$ cat src/verilog/timer_capture_defs.vh
`ifndef TIMER_CAPTURE_DEFS_VH
`define TIMER_CAPTURE_DEFS_VH

// ----------------------------------------------------------------
// register addresses
// ----------------------------------------------------------------
`define ADDR_TIMER_LOW_COUNT 12'h106
`define ADDR_TIMER_HIGH_HOLDING 12'h108
`define ADDR_TIMER_HIGH_COUNT 12'h10A
`define ADDR_PERIOD_LOW 12'h10C
`define ADDR_PERIOD_HIGH 12'h10E
`define ADDR_TIMER_LOW_CONTROL 12'h110
`define ADDR_TIMER_HIGH_CONTROL 12'h112
`define ADDR_IRQ_STATUS_FIRST 12'h084
`define ADDR_IRQ_ENABLE_FIRST 12'h08C
`define ADDR_CAPTURE_IRQ_STATUS 12'h086
`define ADDR_CAPTURE_IRQ_ENABLE 12'h08E
`define CAP_BUF_BASE 12'h140
`define CAP_CON_BASE 12'h142
`define CAP_STRIDE 4

// ----------------------------------------------------------------
// timer control fields
// ----------------------------------------------------------------
`define TMR_ENABLE_BIT 15
`define TMR_GATE_BIT 6
`define TMR_DIV_HI 5
`define TMR_DIV_LO 4
`define TMR_JOIN_BIT 3
`define TMR_EXT_CLK_BIT 1
`define TMR_LOW_CTRL_MASK 16'hA07A
`define TMR_HIGH_CTRL_MASK 16'hA072
`define IRQ_LOW_BIT 6
`define IRQ_HIGH_BIT 7

// ----------------------------------------------------------------
// capture control fields and modes
// ----------------------------------------------------------------
`define CAP_TIMEBASE_BIT 7
`define CAP_IRQ_CNT_HI 6
`define CAP_IRQ_CNT_LO 5
`define CAP_OVF_BIT 4
`define CAP_NE_BIT 3
`define CAP_CTRL_MASK 16'h20E7
`define CAP_MODE_OFF 3'h0
`define CAP_MODE_BOTH 3'h1
`define CAP_MODE_FALL 3'h2
`define CAP_MODE_RISE 3'h3
`define CAP_MODE_RISE4 3'h4
`define CAP_MODE_RISE16 3'h5
`define CAP_MODE_IRQ_ONLY 3'h7
`define CAP_PRE4_END 4'h3
`define CAP_PRE16_END 4'hF

// ----------------------------------------------------------------
// reset values and prescaler end counts
// ----------------------------------------------------------------
`define PERIOD_RESET 16'hFFFF
`define CONTROL_RESET 16'h0000
`define DIV1_END 8'h00
`define DIV8_END 8'h07
`define DIV64_END 8'h3F
`define DIV256_END 8'hFF

`endif

$ cat src/verilog/timer_pair_input_capture.v
// Decided for this implementation: the address-and-strobe port.
`timescale 1ns/1ps
`include "timer_capture_defs.vh"

// Overview of operation
// - joined match pulses converter trigger once
// - prescaler divides by 1, 8, 64, 256
// - joined mode uses lower clock and prescaler
// - count write, enable clear, reset clear prescaler
// - disabled lower prescaler is frozen, not cleared
// - control writes leave counts untouched
// - timers stand still during sleep
// - joined match or gate fall sets flag
// - timer interrupt needs its enable bit
// - in joined mode, lower read latches upper; write restores
// - eight channels, each with own control
// - mode selects falling, rising, 4th, 16th, both
// - channel off or reset clears capture prescaler
// - qualified event stores timer into FIFO
// - not-empty set until FIFO drained
// - read returns oldest, shifts remaining entries
// - fifth event overflows, blocks until drained
// - timebase bit picks lower, default upper
// - both-edge mode: flag each edge outside sleep, no overflow
// - enabled event in idle, or interrupt-only event in sleep, requests wake
// - interrupt-only mode wakes regardless of timer
// - count field sets captures per interrupt
// - interrupt-only mode uses rising edge only
module timer_pair_input_capture #(
   parameter N = 8
) (
   // clock and reset
   input wire ref_clk,
   input wire resetn,
   // register port
   input wire [11:0] addr,
   input wire [15:0] wdata,
   input wire wr,
   input wire rd,
   output reg [15:0] rdata,
   // cpu power state
   input wire cpu_sleep,
   input wire cpu_idle,
   // pins
   input wire ext_clk_low,
   input wire ext_clk_high,
   input wire [N-1:0] cap_in,
   // events and requests
   output reg adc_trigger,
   output reg timer_irq,
   output reg [N-1:0] capture_irq,
   output reg wake_req
);

   // ----------------------------------------------------------------
   // helpers
   // ----------------------------------------------------------------
   function [7:0] div_end;
      input [1:0] sel;
      begin
         case (sel)
            2'h0: div_end = `DIV1_END;
            2'h1: div_end = `DIV8_END;
            2'h2: div_end = `DIV64_END;
            default: div_end = `DIV256_END;
         endcase
      end
   endfunction

   function hit;
      input [11:0] a;
      input [11:0] target;
      begin
         hit = (a == target);
      end
   endfunction

   // ----------------------------------------------------------------
   // timer state
   // ----------------------------------------------------------------
   reg [15:0] tl_r, th_r, hold_r, pl_r, ph_r, cl_r, ch_r;
   reg [7:0] psl_r, psh_r;
   reg [1:0] tflag_r, tie_r;
   reg [2:0] xl_r, xh_r;
   reg [N-1:0] cs1_r, cs2_r, cs3_r;
   reg [N-1:0] capf_r, capie_r;

   wire wr_tl = wr & hit(addr, `ADDR_TIMER_LOW_COUNT);
   wire wr_th = wr & hit(addr, `ADDR_TIMER_HIGH_COUNT);
   wire wr_hold = wr & hit(addr, `ADDR_TIMER_HIGH_HOLDING);
   wire wr_cl = wr & hit(addr, `ADDR_TIMER_LOW_CONTROL);
   wire wr_ch = wr & hit(addr, `ADDR_TIMER_HIGH_CONTROL);
   wire rd_tl = rd & hit(addr, `ADDR_TIMER_LOW_COUNT);

   wire joined = cl_r[`TMR_JOIN_BIT];
   wire ton_l = cl_r[`TMR_ENABLE_BIT];
   wire ton_h = ch_r[`TMR_ENABLE_BIT];
   wire xl_rise = xl_r[1] & ~xl_r[2];
   wire xl_fall = ~xl_r[1] & xl_r[2];
   wire xh_rise = xh_r[1] & ~xh_r[2];
   wire xh_fall = ~xh_r[1] & xh_r[2];
   wire gate_l = cl_r[`TMR_GATE_BIT] & ~cl_r[`TMR_EXT_CLK_BIT];
   wire gate_h = ch_r[`TMR_GATE_BIT] & ~ch_r[`TMR_EXT_CLK_BIT];

   wire src_l = ~cpu_sleep & ton_l &
      (cl_r[`TMR_EXT_CLK_BIT] ? xl_rise : (gate_l ? xl_r[1] : 1'b1));
   wire src_h = ~cpu_sleep & ton_h & ~joined &
      (ch_r[`TMR_EXT_CLK_BIT] ? xh_rise : (gate_h ? xh_r[1] : 1'b1));
   wire tick_l = src_l & (psl_r == div_end(cl_r[`TMR_DIV_HI:`TMR_DIV_LO]));
   wire tick_h = src_h & (psh_r == div_end(ch_r[`TMR_DIV_HI:`TMR_DIV_LO]));

   wire match_l = (tl_r == pl_r);
   wire match_h = (th_r == ph_r);
   wire match32 = match_l & match_h;
   wire ev32 = joined & tick_l & match32;
   wire ev_h16 = tick_h & match_h;
   wire ev_l16 = ~joined & tick_l & match_l;
   wire gfall_l = ton_l & gate_l & xl_fall;
   wire gfall_h = ton_h & gate_h & xh_fall & ~joined;

   wire clr_l = ton_l & (wr_tl | (wr_th & joined) | (wr_cl & ~wdata[`TMR_ENABLE_BIT]));
   wire clr_h = wr_th | (wr_ch & ton_h & ~wdata[`TMR_ENABLE_BIT]);

   wire set_h = joined ? (ev32 | gfall_l) : (ev_h16 | gfall_h);
   wire set_l = ~joined & (ev_l16 | gfall_l);

   // ----------------------------------------------------------------
   // pin synchronisers
   // ----------------------------------------------------------------
   always @(posedge ref_clk or negedge resetn) begin
      if (!resetn) begin
         xl_r <= 3'h0;
         xh_r <= 3'h0;
         cs1_r <= {N{1'b0}};
         cs2_r <= {N{1'b0}};
         cs3_r <= {N{1'b0}};
      end else begin
         xl_r <= {xl_r[1:0], ext_clk_low};
         xh_r <= {xh_r[1:0], ext_clk_high};
         cs1_r <= cap_in;
         cs2_r <= cs1_r;
         cs3_r <= cs2_r;
      end
   end

   // ----------------------------------------------------------------
   // timer pair
   // ----------------------------------------------------------------
   always @(posedge ref_clk or negedge resetn) begin
      if (!resetn) begin
         tl_r <= 16'h0000;
         th_r <= 16'h0000;
         hold_r <= 16'h0000;
         pl_r <= `PERIOD_RESET;
         ph_r <= `PERIOD_RESET;
         cl_r <= `CONTROL_RESET;
         ch_r <= `CONTROL_RESET;
         psl_r <= 8'h00;
         psh_r <= 8'h00;
         tflag_r <= 2'h0;
         tie_r <= 2'h0;
         adc_trigger <= 1'b0;
         timer_irq <= 1'b0;
      end else begin
         if (clr_l)
            psl_r <= 8'h00;
         else if (src_l)
            psl_r <= tick_l ? 8'h00 : psl_r + 8'h01;
         if (clr_h)
            psh_r <= 8'h00;
         else if (src_h)
            psh_r <= tick_h ? 8'h00 : psh_r + 8'h01;
         if (wr_cl)
            cl_r <= wdata & `TMR_LOW_CTRL_MASK;
         if (wr_ch)
            ch_r <= wdata & `TMR_HIGH_CTRL_MASK;
         if (wr & hit(addr, `ADDR_PERIOD_LOW))
            pl_r <= wdata;
         if (wr & hit(addr, `ADDR_PERIOD_HIGH))
            ph_r <= wdata;
         if (wr_tl)
            tl_r <= wdata;
         else if (tick_l)
            tl_r <= (joined ? match32 : match_l) ? 16'h0000 : tl_r + 16'h0001;
         if (wr_tl & joined)
            th_r <= hold_r;
         else if (wr_th)
            th_r <= wdata;
         else if (joined & tick_l)
            th_r <= match32 ? 16'h0000 : (&tl_r ? th_r + 16'h0001 : th_r);
         else if (tick_h)
            th_r <= match_h ? 16'h0000 : th_r + 16'h0001;
         if (rd_tl & joined)
            hold_r <= th_r;
         else if (wr_hold)
            hold_r <= wdata;
         adc_trigger <= joined ? ev32 : ev_h16;
         if (wr & hit(addr, `ADDR_IRQ_STATUS_FIRST))
            tflag_r <= {wdata[`IRQ_HIGH_BIT] | set_h, wdata[`IRQ_LOW_BIT] | set_l};
         else
            tflag_r <= tflag_r | {set_h, set_l};
         if (wr & hit(addr, `ADDR_IRQ_ENABLE_FIRST))
            tie_r <= {wdata[`IRQ_HIGH_BIT], wdata[`IRQ_LOW_BIT]};
         timer_irq <= |(tflag_r & tie_r);
      end
   end

   // ----------------------------------------------------------------
   // capture channels
   // ----------------------------------------------------------------
   wire [N-1:0] sel_buf, sel_con, cap_set;
   wire [16*N-1:0] con_flat, head_flat;

   genvar i;
   generate
      for (i = 0; i < N; i = i + 1) begin : chan
         localparam integer BUF_I = `CAP_BUF_BASE + `CAP_STRIDE * i;
         localparam integer CON_I = `CAP_CON_BASE + `CAP_STRIDE * i;
         reg [15:0] con_r;
         reg [15:0] mem [0:3];
         reg [2:0] cnt_r;
         reg [3:0] pre_r;
         reg [1:0] icnt_r;
         reg lock_r, ov_r;
         reg edge_hit;
         wire [2:0] mode = con_r[2:0];
         wire rise = cs2_r[i] & ~cs3_r[i];
         wire fall = ~cs2_r[i] & cs3_r[i];
         wire [15:0] stamp = con_r[`CAP_TIMEBASE_BIT] ? tl_r : th_r;
         wire capmode = (mode != `CAP_MODE_OFF) & (mode <= `CAP_MODE_RISE16);
         wire cap_ev = edge_hit & capmode & ~cpu_sleep;
         wire irq_only_ev = (mode == `CAP_MODE_IRQ_ONLY) & rise;
         wire pop = rd & sel_buf[i] & (cnt_r != 3'h0);
         wire full = (cnt_r == 3'h4);
         wire push = cap_ev & ~lock_r & ~full;
         wire ovf = cap_ev & ~lock_r & full & ~pop & (mode != `CAP_MODE_BOTH);
         wire [2:0] wpos = cnt_r - {2'b00, pop};
         wire ici_hit = (icnt_r == con_r[`CAP_IRQ_CNT_HI:`CAP_IRQ_CNT_LO]);

         assign sel_buf[i] = hit(addr, BUF_I[11:0]);
         assign sel_con[i] = hit(addr, CON_I[11:0]);
         // every edge outside sleep flags in both-edge mode
         assign cap_set[i] = irq_only_ev |
            (cap_ev & ((mode == `CAP_MODE_BOTH) | ici_hit));
         assign con_flat[16*i +: 16] = {con_r[15:5], ov_r, cnt_r != 3'h0, con_r[2:0]};
         assign head_flat[16*i +: 16] = mem[0];

         always @* begin
            case (mode)
               `CAP_MODE_BOTH: edge_hit = rise | fall;
               `CAP_MODE_FALL: edge_hit = fall;
               `CAP_MODE_RISE: edge_hit = rise;
               `CAP_MODE_RISE4: edge_hit = rise & (pre_r == `CAP_PRE4_END);
               `CAP_MODE_RISE16: edge_hit = rise & (pre_r == `CAP_PRE16_END);
               default: edge_hit = 1'b0;
            endcase
         end

         always @(posedge ref_clk or negedge resetn) begin
            if (!resetn) begin
               con_r <= `CONTROL_RESET;
               cnt_r <= 3'h0;
               pre_r <= 4'h0;
               icnt_r <= 2'h0;
               lock_r <= 1'b0;
               ov_r <= 1'b0;
            end else begin
               if (wr & sel_con[i])
                  con_r <= wdata & `CAP_CTRL_MASK;
               if (mode == `CAP_MODE_OFF)
                  pre_r <= 4'h0;
               else if (rise & ~cpu_sleep &
                        ((mode == `CAP_MODE_RISE4) | (mode == `CAP_MODE_RISE16)))
                  pre_r <= edge_hit ? 4'h0 : pre_r + 4'h1;
               if (mode == `CAP_MODE_OFF)
                  icnt_r <= 2'h0;
               else if (cap_ev & (mode != `CAP_MODE_BOTH))
                  icnt_r <= ici_hit ? 2'h0 : icnt_r + 2'h1;
               cnt_r <= cnt_r - {2'b00, pop} + {2'b00, push};
               if (ovf)
                  lock_r <= 1'b1;
               else if (cnt_r == 3'h0)
                  lock_r <= 1'b0;
               if (wr & sel_con[i])
                  ov_r <= wdata[`CAP_OVF_BIT] | ovf;
               else
                  ov_r <= ov_r | ovf;
            end
         end

         always @(posedge ref_clk) begin : fifo
            integer j;
            for (j = 0; j < 3; j = j + 1) begin
               if (pop)
                  mem[j] <= mem[j + 1];
            end
            if (push)
               mem[wpos[1:0]] <= stamp;
         end
      end
   endgenerate

   // ----------------------------------------------------------------
   // capture flags, wake and outputs
   // ----------------------------------------------------------------
   always @(posedge ref_clk or negedge resetn) begin
      if (!resetn) begin
         capf_r <= {N{1'b0}};
         capie_r <= {N{1'b0}};
         capture_irq <= {N{1'b0}};
         wake_req <= 1'b0;
      end else begin
         if (wr & hit(addr, `ADDR_CAPTURE_IRQ_STATUS))
            capf_r <= wdata[N-1:0] | cap_set;
         else
            capf_r <= capf_r | cap_set;
         if (wr & hit(addr, `ADDR_CAPTURE_IRQ_ENABLE))
            capie_r <= wdata[N-1:0];
         capture_irq <= capf_r & capie_r;
         wake_req <= (cpu_idle | cpu_sleep) & (|(capf_r & capie_r));
      end
   end

   // ----------------------------------------------------------------
   // read port
   // ----------------------------------------------------------------
   reg [15:0] rd_nxt;
   integer k;
   always @* begin
      rd_nxt = 16'h0000;
      case (addr)
         `ADDR_TIMER_LOW_COUNT: rd_nxt = tl_r;
         `ADDR_TIMER_HIGH_HOLDING: rd_nxt = hold_r;
         `ADDR_TIMER_HIGH_COUNT: rd_nxt = th_r;
         `ADDR_PERIOD_LOW: rd_nxt = pl_r;
         `ADDR_PERIOD_HIGH: rd_nxt = ph_r;
         `ADDR_TIMER_LOW_CONTROL: rd_nxt = cl_r;
         `ADDR_TIMER_HIGH_CONTROL: rd_nxt = ch_r;
         `ADDR_IRQ_STATUS_FIRST: rd_nxt = {8'h00, tflag_r, 6'h00};
         `ADDR_IRQ_ENABLE_FIRST: rd_nxt = {8'h00, tie_r, 6'h00};
         `ADDR_CAPTURE_IRQ_STATUS: rd_nxt = {{(16-N){1'b0}}, capf_r};
         `ADDR_CAPTURE_IRQ_ENABLE: rd_nxt = {{(16-N){1'b0}}, capie_r};
         default: begin
            for (k = 0; k < N; k = k + 1) begin
               if (sel_buf[k])
                  rd_nxt = head_flat[16*k +: 16];
               if (sel_con[k])
                  rd_nxt = con_flat[16*k +: 16];
            end
         end
      endcase
   end

   // read data valid only in the cycle after the strobe
   always @(posedge ref_clk or negedge resetn) begin
      if (!resetn)
         rdata <= 16'h0000;
      else
         rdata <= rd ? rd_nxt : 16'h0000;
   end

endmodule // timer_pair_input_capture

$ cat config.mk
export PLATFORM = sky130hd
export DESIGN_NAME = timer_pair_input_capture
export DESIGN_NICKNAME = d
export VERILOG_FILES = /design/src/verilog/timer_pair_input_capture.v
export VERILOG_INCLUDE_DIRS = /design/src /design/src/verilog
export SDC_FILE = /design/constraint.sdc
export NUM_CORES = 2
export LEC_CHECK = 0
export ABC_CLOCK_PERIOD_IN_PS = 3800
export BUFFER_PORTS_ARGS = -buffer_cell sky130_fd_sc_hd__buf_4
export CORE_ASPECT_RATIO = 1.4
export CORE_MARGIN = 1.5
export CORE_UTILIZATION = 35
export DETAILED_ROUTE_END_ITERATION = 7
export PLACE_DENSITY = 0.57
export RECOVER_POWER = 100
export REMOVE_ABC_BUFFERS = 1
export SYNTH_ARGS = -nofsm -noshare
export SYNTH_HDL_FRONTEND = slang
export SYNTH_SLANG_ARGS = --single-unit
$ cat constraint.sdc
create_clock -name ref_clk -period 3.8 [get_ports ref_clk]
set_input_delay 0.76 -clock ref_clk [delete_from_list [all_inputs] [get_ports ref_clk]]
set_output_delay 0.76 -clock ref_clk [all_outputs]
set_load 0.01 [all_outputs]
==> summary.txt <==
Setup path
  • Crit-path max cell delay: 620 ps
  • Cell chain of the critical path: clkbuf_4, or4b_1, or4_1, nor2_1, nand3_1, inv_1, ha_1, ha_1, nand3_1, clkbuf_2, nand2_1, buf_2
  • Maximum fanout along the worst path: 17
  • R2r startpoint: chan[1].pre_r[2]
  • Endpoint type of the worst setup path: flip-flop
  • Flop-to-flop setup slack: 370 ps
  • FF-to-FF path depth: 8
  • Kind of critical path: in -> reg
  • Arrival time worst endpoint: 3990 ps
  • CP Data Required Time: 4140 ps
  • Critical path's slowest cell: or4b_1
  • Crit Reg-Reg Endpoint: chan[1].mem[0][12]
  • Setup crit start kind: primary input

CTS
  • Hold-fix buffers, CTS: 0
  • CTS buffer count: 84
  • Clock Sinks: 842
  • Post-CTS Setup Bufs: 0
  • H-Tree Depth: 3
  • Clock slew at reported path FFs: 60 ps
  • Resize count post-CTS: 0
  • CTS tree: yes
  • CTS root buffer: clkbuf_16
  • Worst skew pair latency: 700 ps
  • Worst-case clock buffer depth: 3

Drt
  • Via count: 28,390
  • Residual DRC: 2
  • 1st-iter DRT viols: 3,306
  • Via density: 5.697
  • Routed WL: 135,200 um
  • Final ANT Viol Nets: 0
  • WL/cell: 27.13 um
  • Drt pass-1 iters: 8

Logic synthesis
  • Count of cell types in the netlist: 90
  • Largest cells by area after synthesis: edfxtp_1 38%, dfrtp_1 18%, mux2_2 14%, o21ai_0 2.5%, nand2_1 2.3%
  • EDFF count, synth: 512
  • Post-synthesis cell area: 40,910 um2
  • Asr flop ratio synth: 0.3919
  • Area share of the largest cell type after synthesis: 0.3758
  • Mean Syn Cell Area: 12.79 um2
  • Cell with the most instances after synthesis: mux2_2
  • Register area share after synthesis: 0.5787
  • Area leader, netlist: edfxtp_1
  • Ys Warns: 0
  • Top cells by count, synth: 517 x mux2_2, 512 x edfxtp_1, 298 x dfrtp_1
  • Top_reg_cell synth: edfxtp_1
  • Mapped Cells: 3,198
  • Synthesis-stage register bit count: 842

Final layout
  • Share of cells above drive strength 1: 0.2571
  • Fin cells: 4,983
  • Fill cell count: 10,960
  • Area delta synth->final: 14.57%
  • Nets: 3,512

Hold path
  • WHS Endpoint: cs1_r[5]
  • Hold Path Class: in -> reg
  • Min-delay src: cap_in[5]
  • Worst hold path cell count: 1

GRT
  • Largest net degree at the start of global routing: 93
  • First-pass GRT wire length: 196,000 um
  • GRT overflow: 0
  • Initial antenna violation count: 7
  • GRT Util Overall: 0.2252
  • Vias in the first global route: 27,940

Timing
  • Worst Tran Pin Value: 2470 ps
  • RSZ-0062 raised after global routing: false
  • Tcrit/Tclk final: 0.9609
  • Final Setup Violations: 0
  • Final Hold Fails: 0
  • Tmin final: 3651 ps
  • Final Max Tran Viols: 91
  • Max Clk Rate: 273.9 MHz
  • Min Hold Slack: 190.5 ps
  • Worst Skew: 31.77 ps
  • Setup ws final: 148.7 ps
  • Slew headroom: -0.6466

Die
  • Die Y: 407.5 um
  • # rows: 148
  • Starting density of the core: 0.3523
  • Die extent in x: 291.9 um
  • Core area: 116,100 um2
  • IO Count: 71
  • Die area: 119,000 um2

Place
  • Final HPWL DP: 97,730 um
  • Routability cong.: 0.9932
  • I/O Buffers: 70
  • Place WS: -322.7 ps
  • DP Cell Count: 4,822

Job
  • Max cap viols: 1

Outcome
  • Status: finished, violations left
  • Violated checks: design-rule violations, max-capacitance violations, max-slew violations

Power
  • Worst vdd rail ir drop: 0.2982 mV
  • Pwr per Cell Area: 406.0 nW/um2
  • Total power: 19,030 uW
  • LEAKAGE: 0.01774 uW
[worst max-delay path by stage]
stage,slack [ps],startpoint,depth (start not counted),to
after global routing,130,addr[9],13,chan[5].mem[1][2]
after floorplan,-850,addr[9],10,chan[7].mem[2][0]
after global placement,-320,addr[9],13,chan[5].mem[2][4]
after detailed placement,-320,addr[9],13,chan[5].mem[2][1]
final,150,addr[9],12,chan[4].mem[0][8]
after CTS,380,addr[9],13,chan[5].mem[2][11]
[where the power goes]
group	internal (uW)	switching, uW
clock network	5060	3730
registers	9680	58.9
logic	153	348
[flip-flops by register name, summed over array words and instances, names as in the netlist, 16 cells and up]
name         flops
chan.con_r      56
chan.cnt_r      24
chan.mem       512
ph_r            16
rdata           16
chan.pre_r      32
hold_r          16
tl_r            16
th_r            16
pl_r            16
chan.icnt_r     16
[cells by family after synthesis]
logic type,synth area share
AOI/OAI and AO/OA,0.09769
DFF,0.5787
and+or+nand+nor,0.1004
buffers and inverters,0.02973
xor gates and xnor gates,0.01584
adders and majority gates,0.01835
muxes,0.1593
[per-stage QoR]
stage               TNS [ps]    util  cell area, um2
global route               0  0.4035           46850
global placement      -64230  0.3868           44910
detailed placement    -68950  0.3868           44910
finish                     0  0.4037           46870
floorplan            -284130       -           40070
CTS                        0  0.4111           47730
[worst max-delay path, delay by kind of cell]
family                     cells  cell delay, ps
adders and majority gates      2             310
and+or+nand+nor                6            1980
buffers and inverters          4             910
[final cells by class]
type	count	area, um2	area share
Clock buffer	109	2278	0.04861
Sequential cell	842	23670	0.5051
Tap cell	1500	1877	0.04004
Antenna cell	9	22.52	0.0004805
Timing Repair Buffer	313	2255	0.04811
Clock inverter	43	549.3	0.01172
Inverter	102	382.9	0.008169
Multi-Input combinational cell	2065	15830	0.3378
[placed cells by master, fill, tap and decap left out, types with 17 or more instances in the layout]
master / count
nor3b_1: 19
dfstp_2: 32
clkbuf_4: 22
clkbuf_2: 30
a222oi_1: 41
nor4_1: 28
a22oi_1: 54
o21ai_0: 205
and3_1: 40
clkbuf_16: 86
nor2_1: 124
nor3_1: 39
dfrtp_1: 298
o22ai_1: 24
clkbuf_1: 97
inv_1: 102
xnor2_1: 31
a211oi_1: 18
edfxtp_1: 512
or3_1: 19
a31oi_1: 17
nand2b_1: 21
mux2_2: 462
buf_4: 160
a21oi_1: 61
nand3_1: 91
nand2_1: 254
mux2_1: 84
and2_0: 18
buf_12: 22
xor2_1: 43
mux2i_1: 22
o31ai_1: 22
ha_1: 60
[metal layers]
layer / up-vias / global-route usage / routed length, um
met1: 14230 / 0.2744 / 51160
met3: 364 / 0.03825 / 9751
met2: 1234 / 0.3789 / 65800
li1: 12560 / - / -
met5: - / 0 / 15
met4: 2 / 0.1224 / 8485
Note: power is estimated with default switching activity, not from simulation.
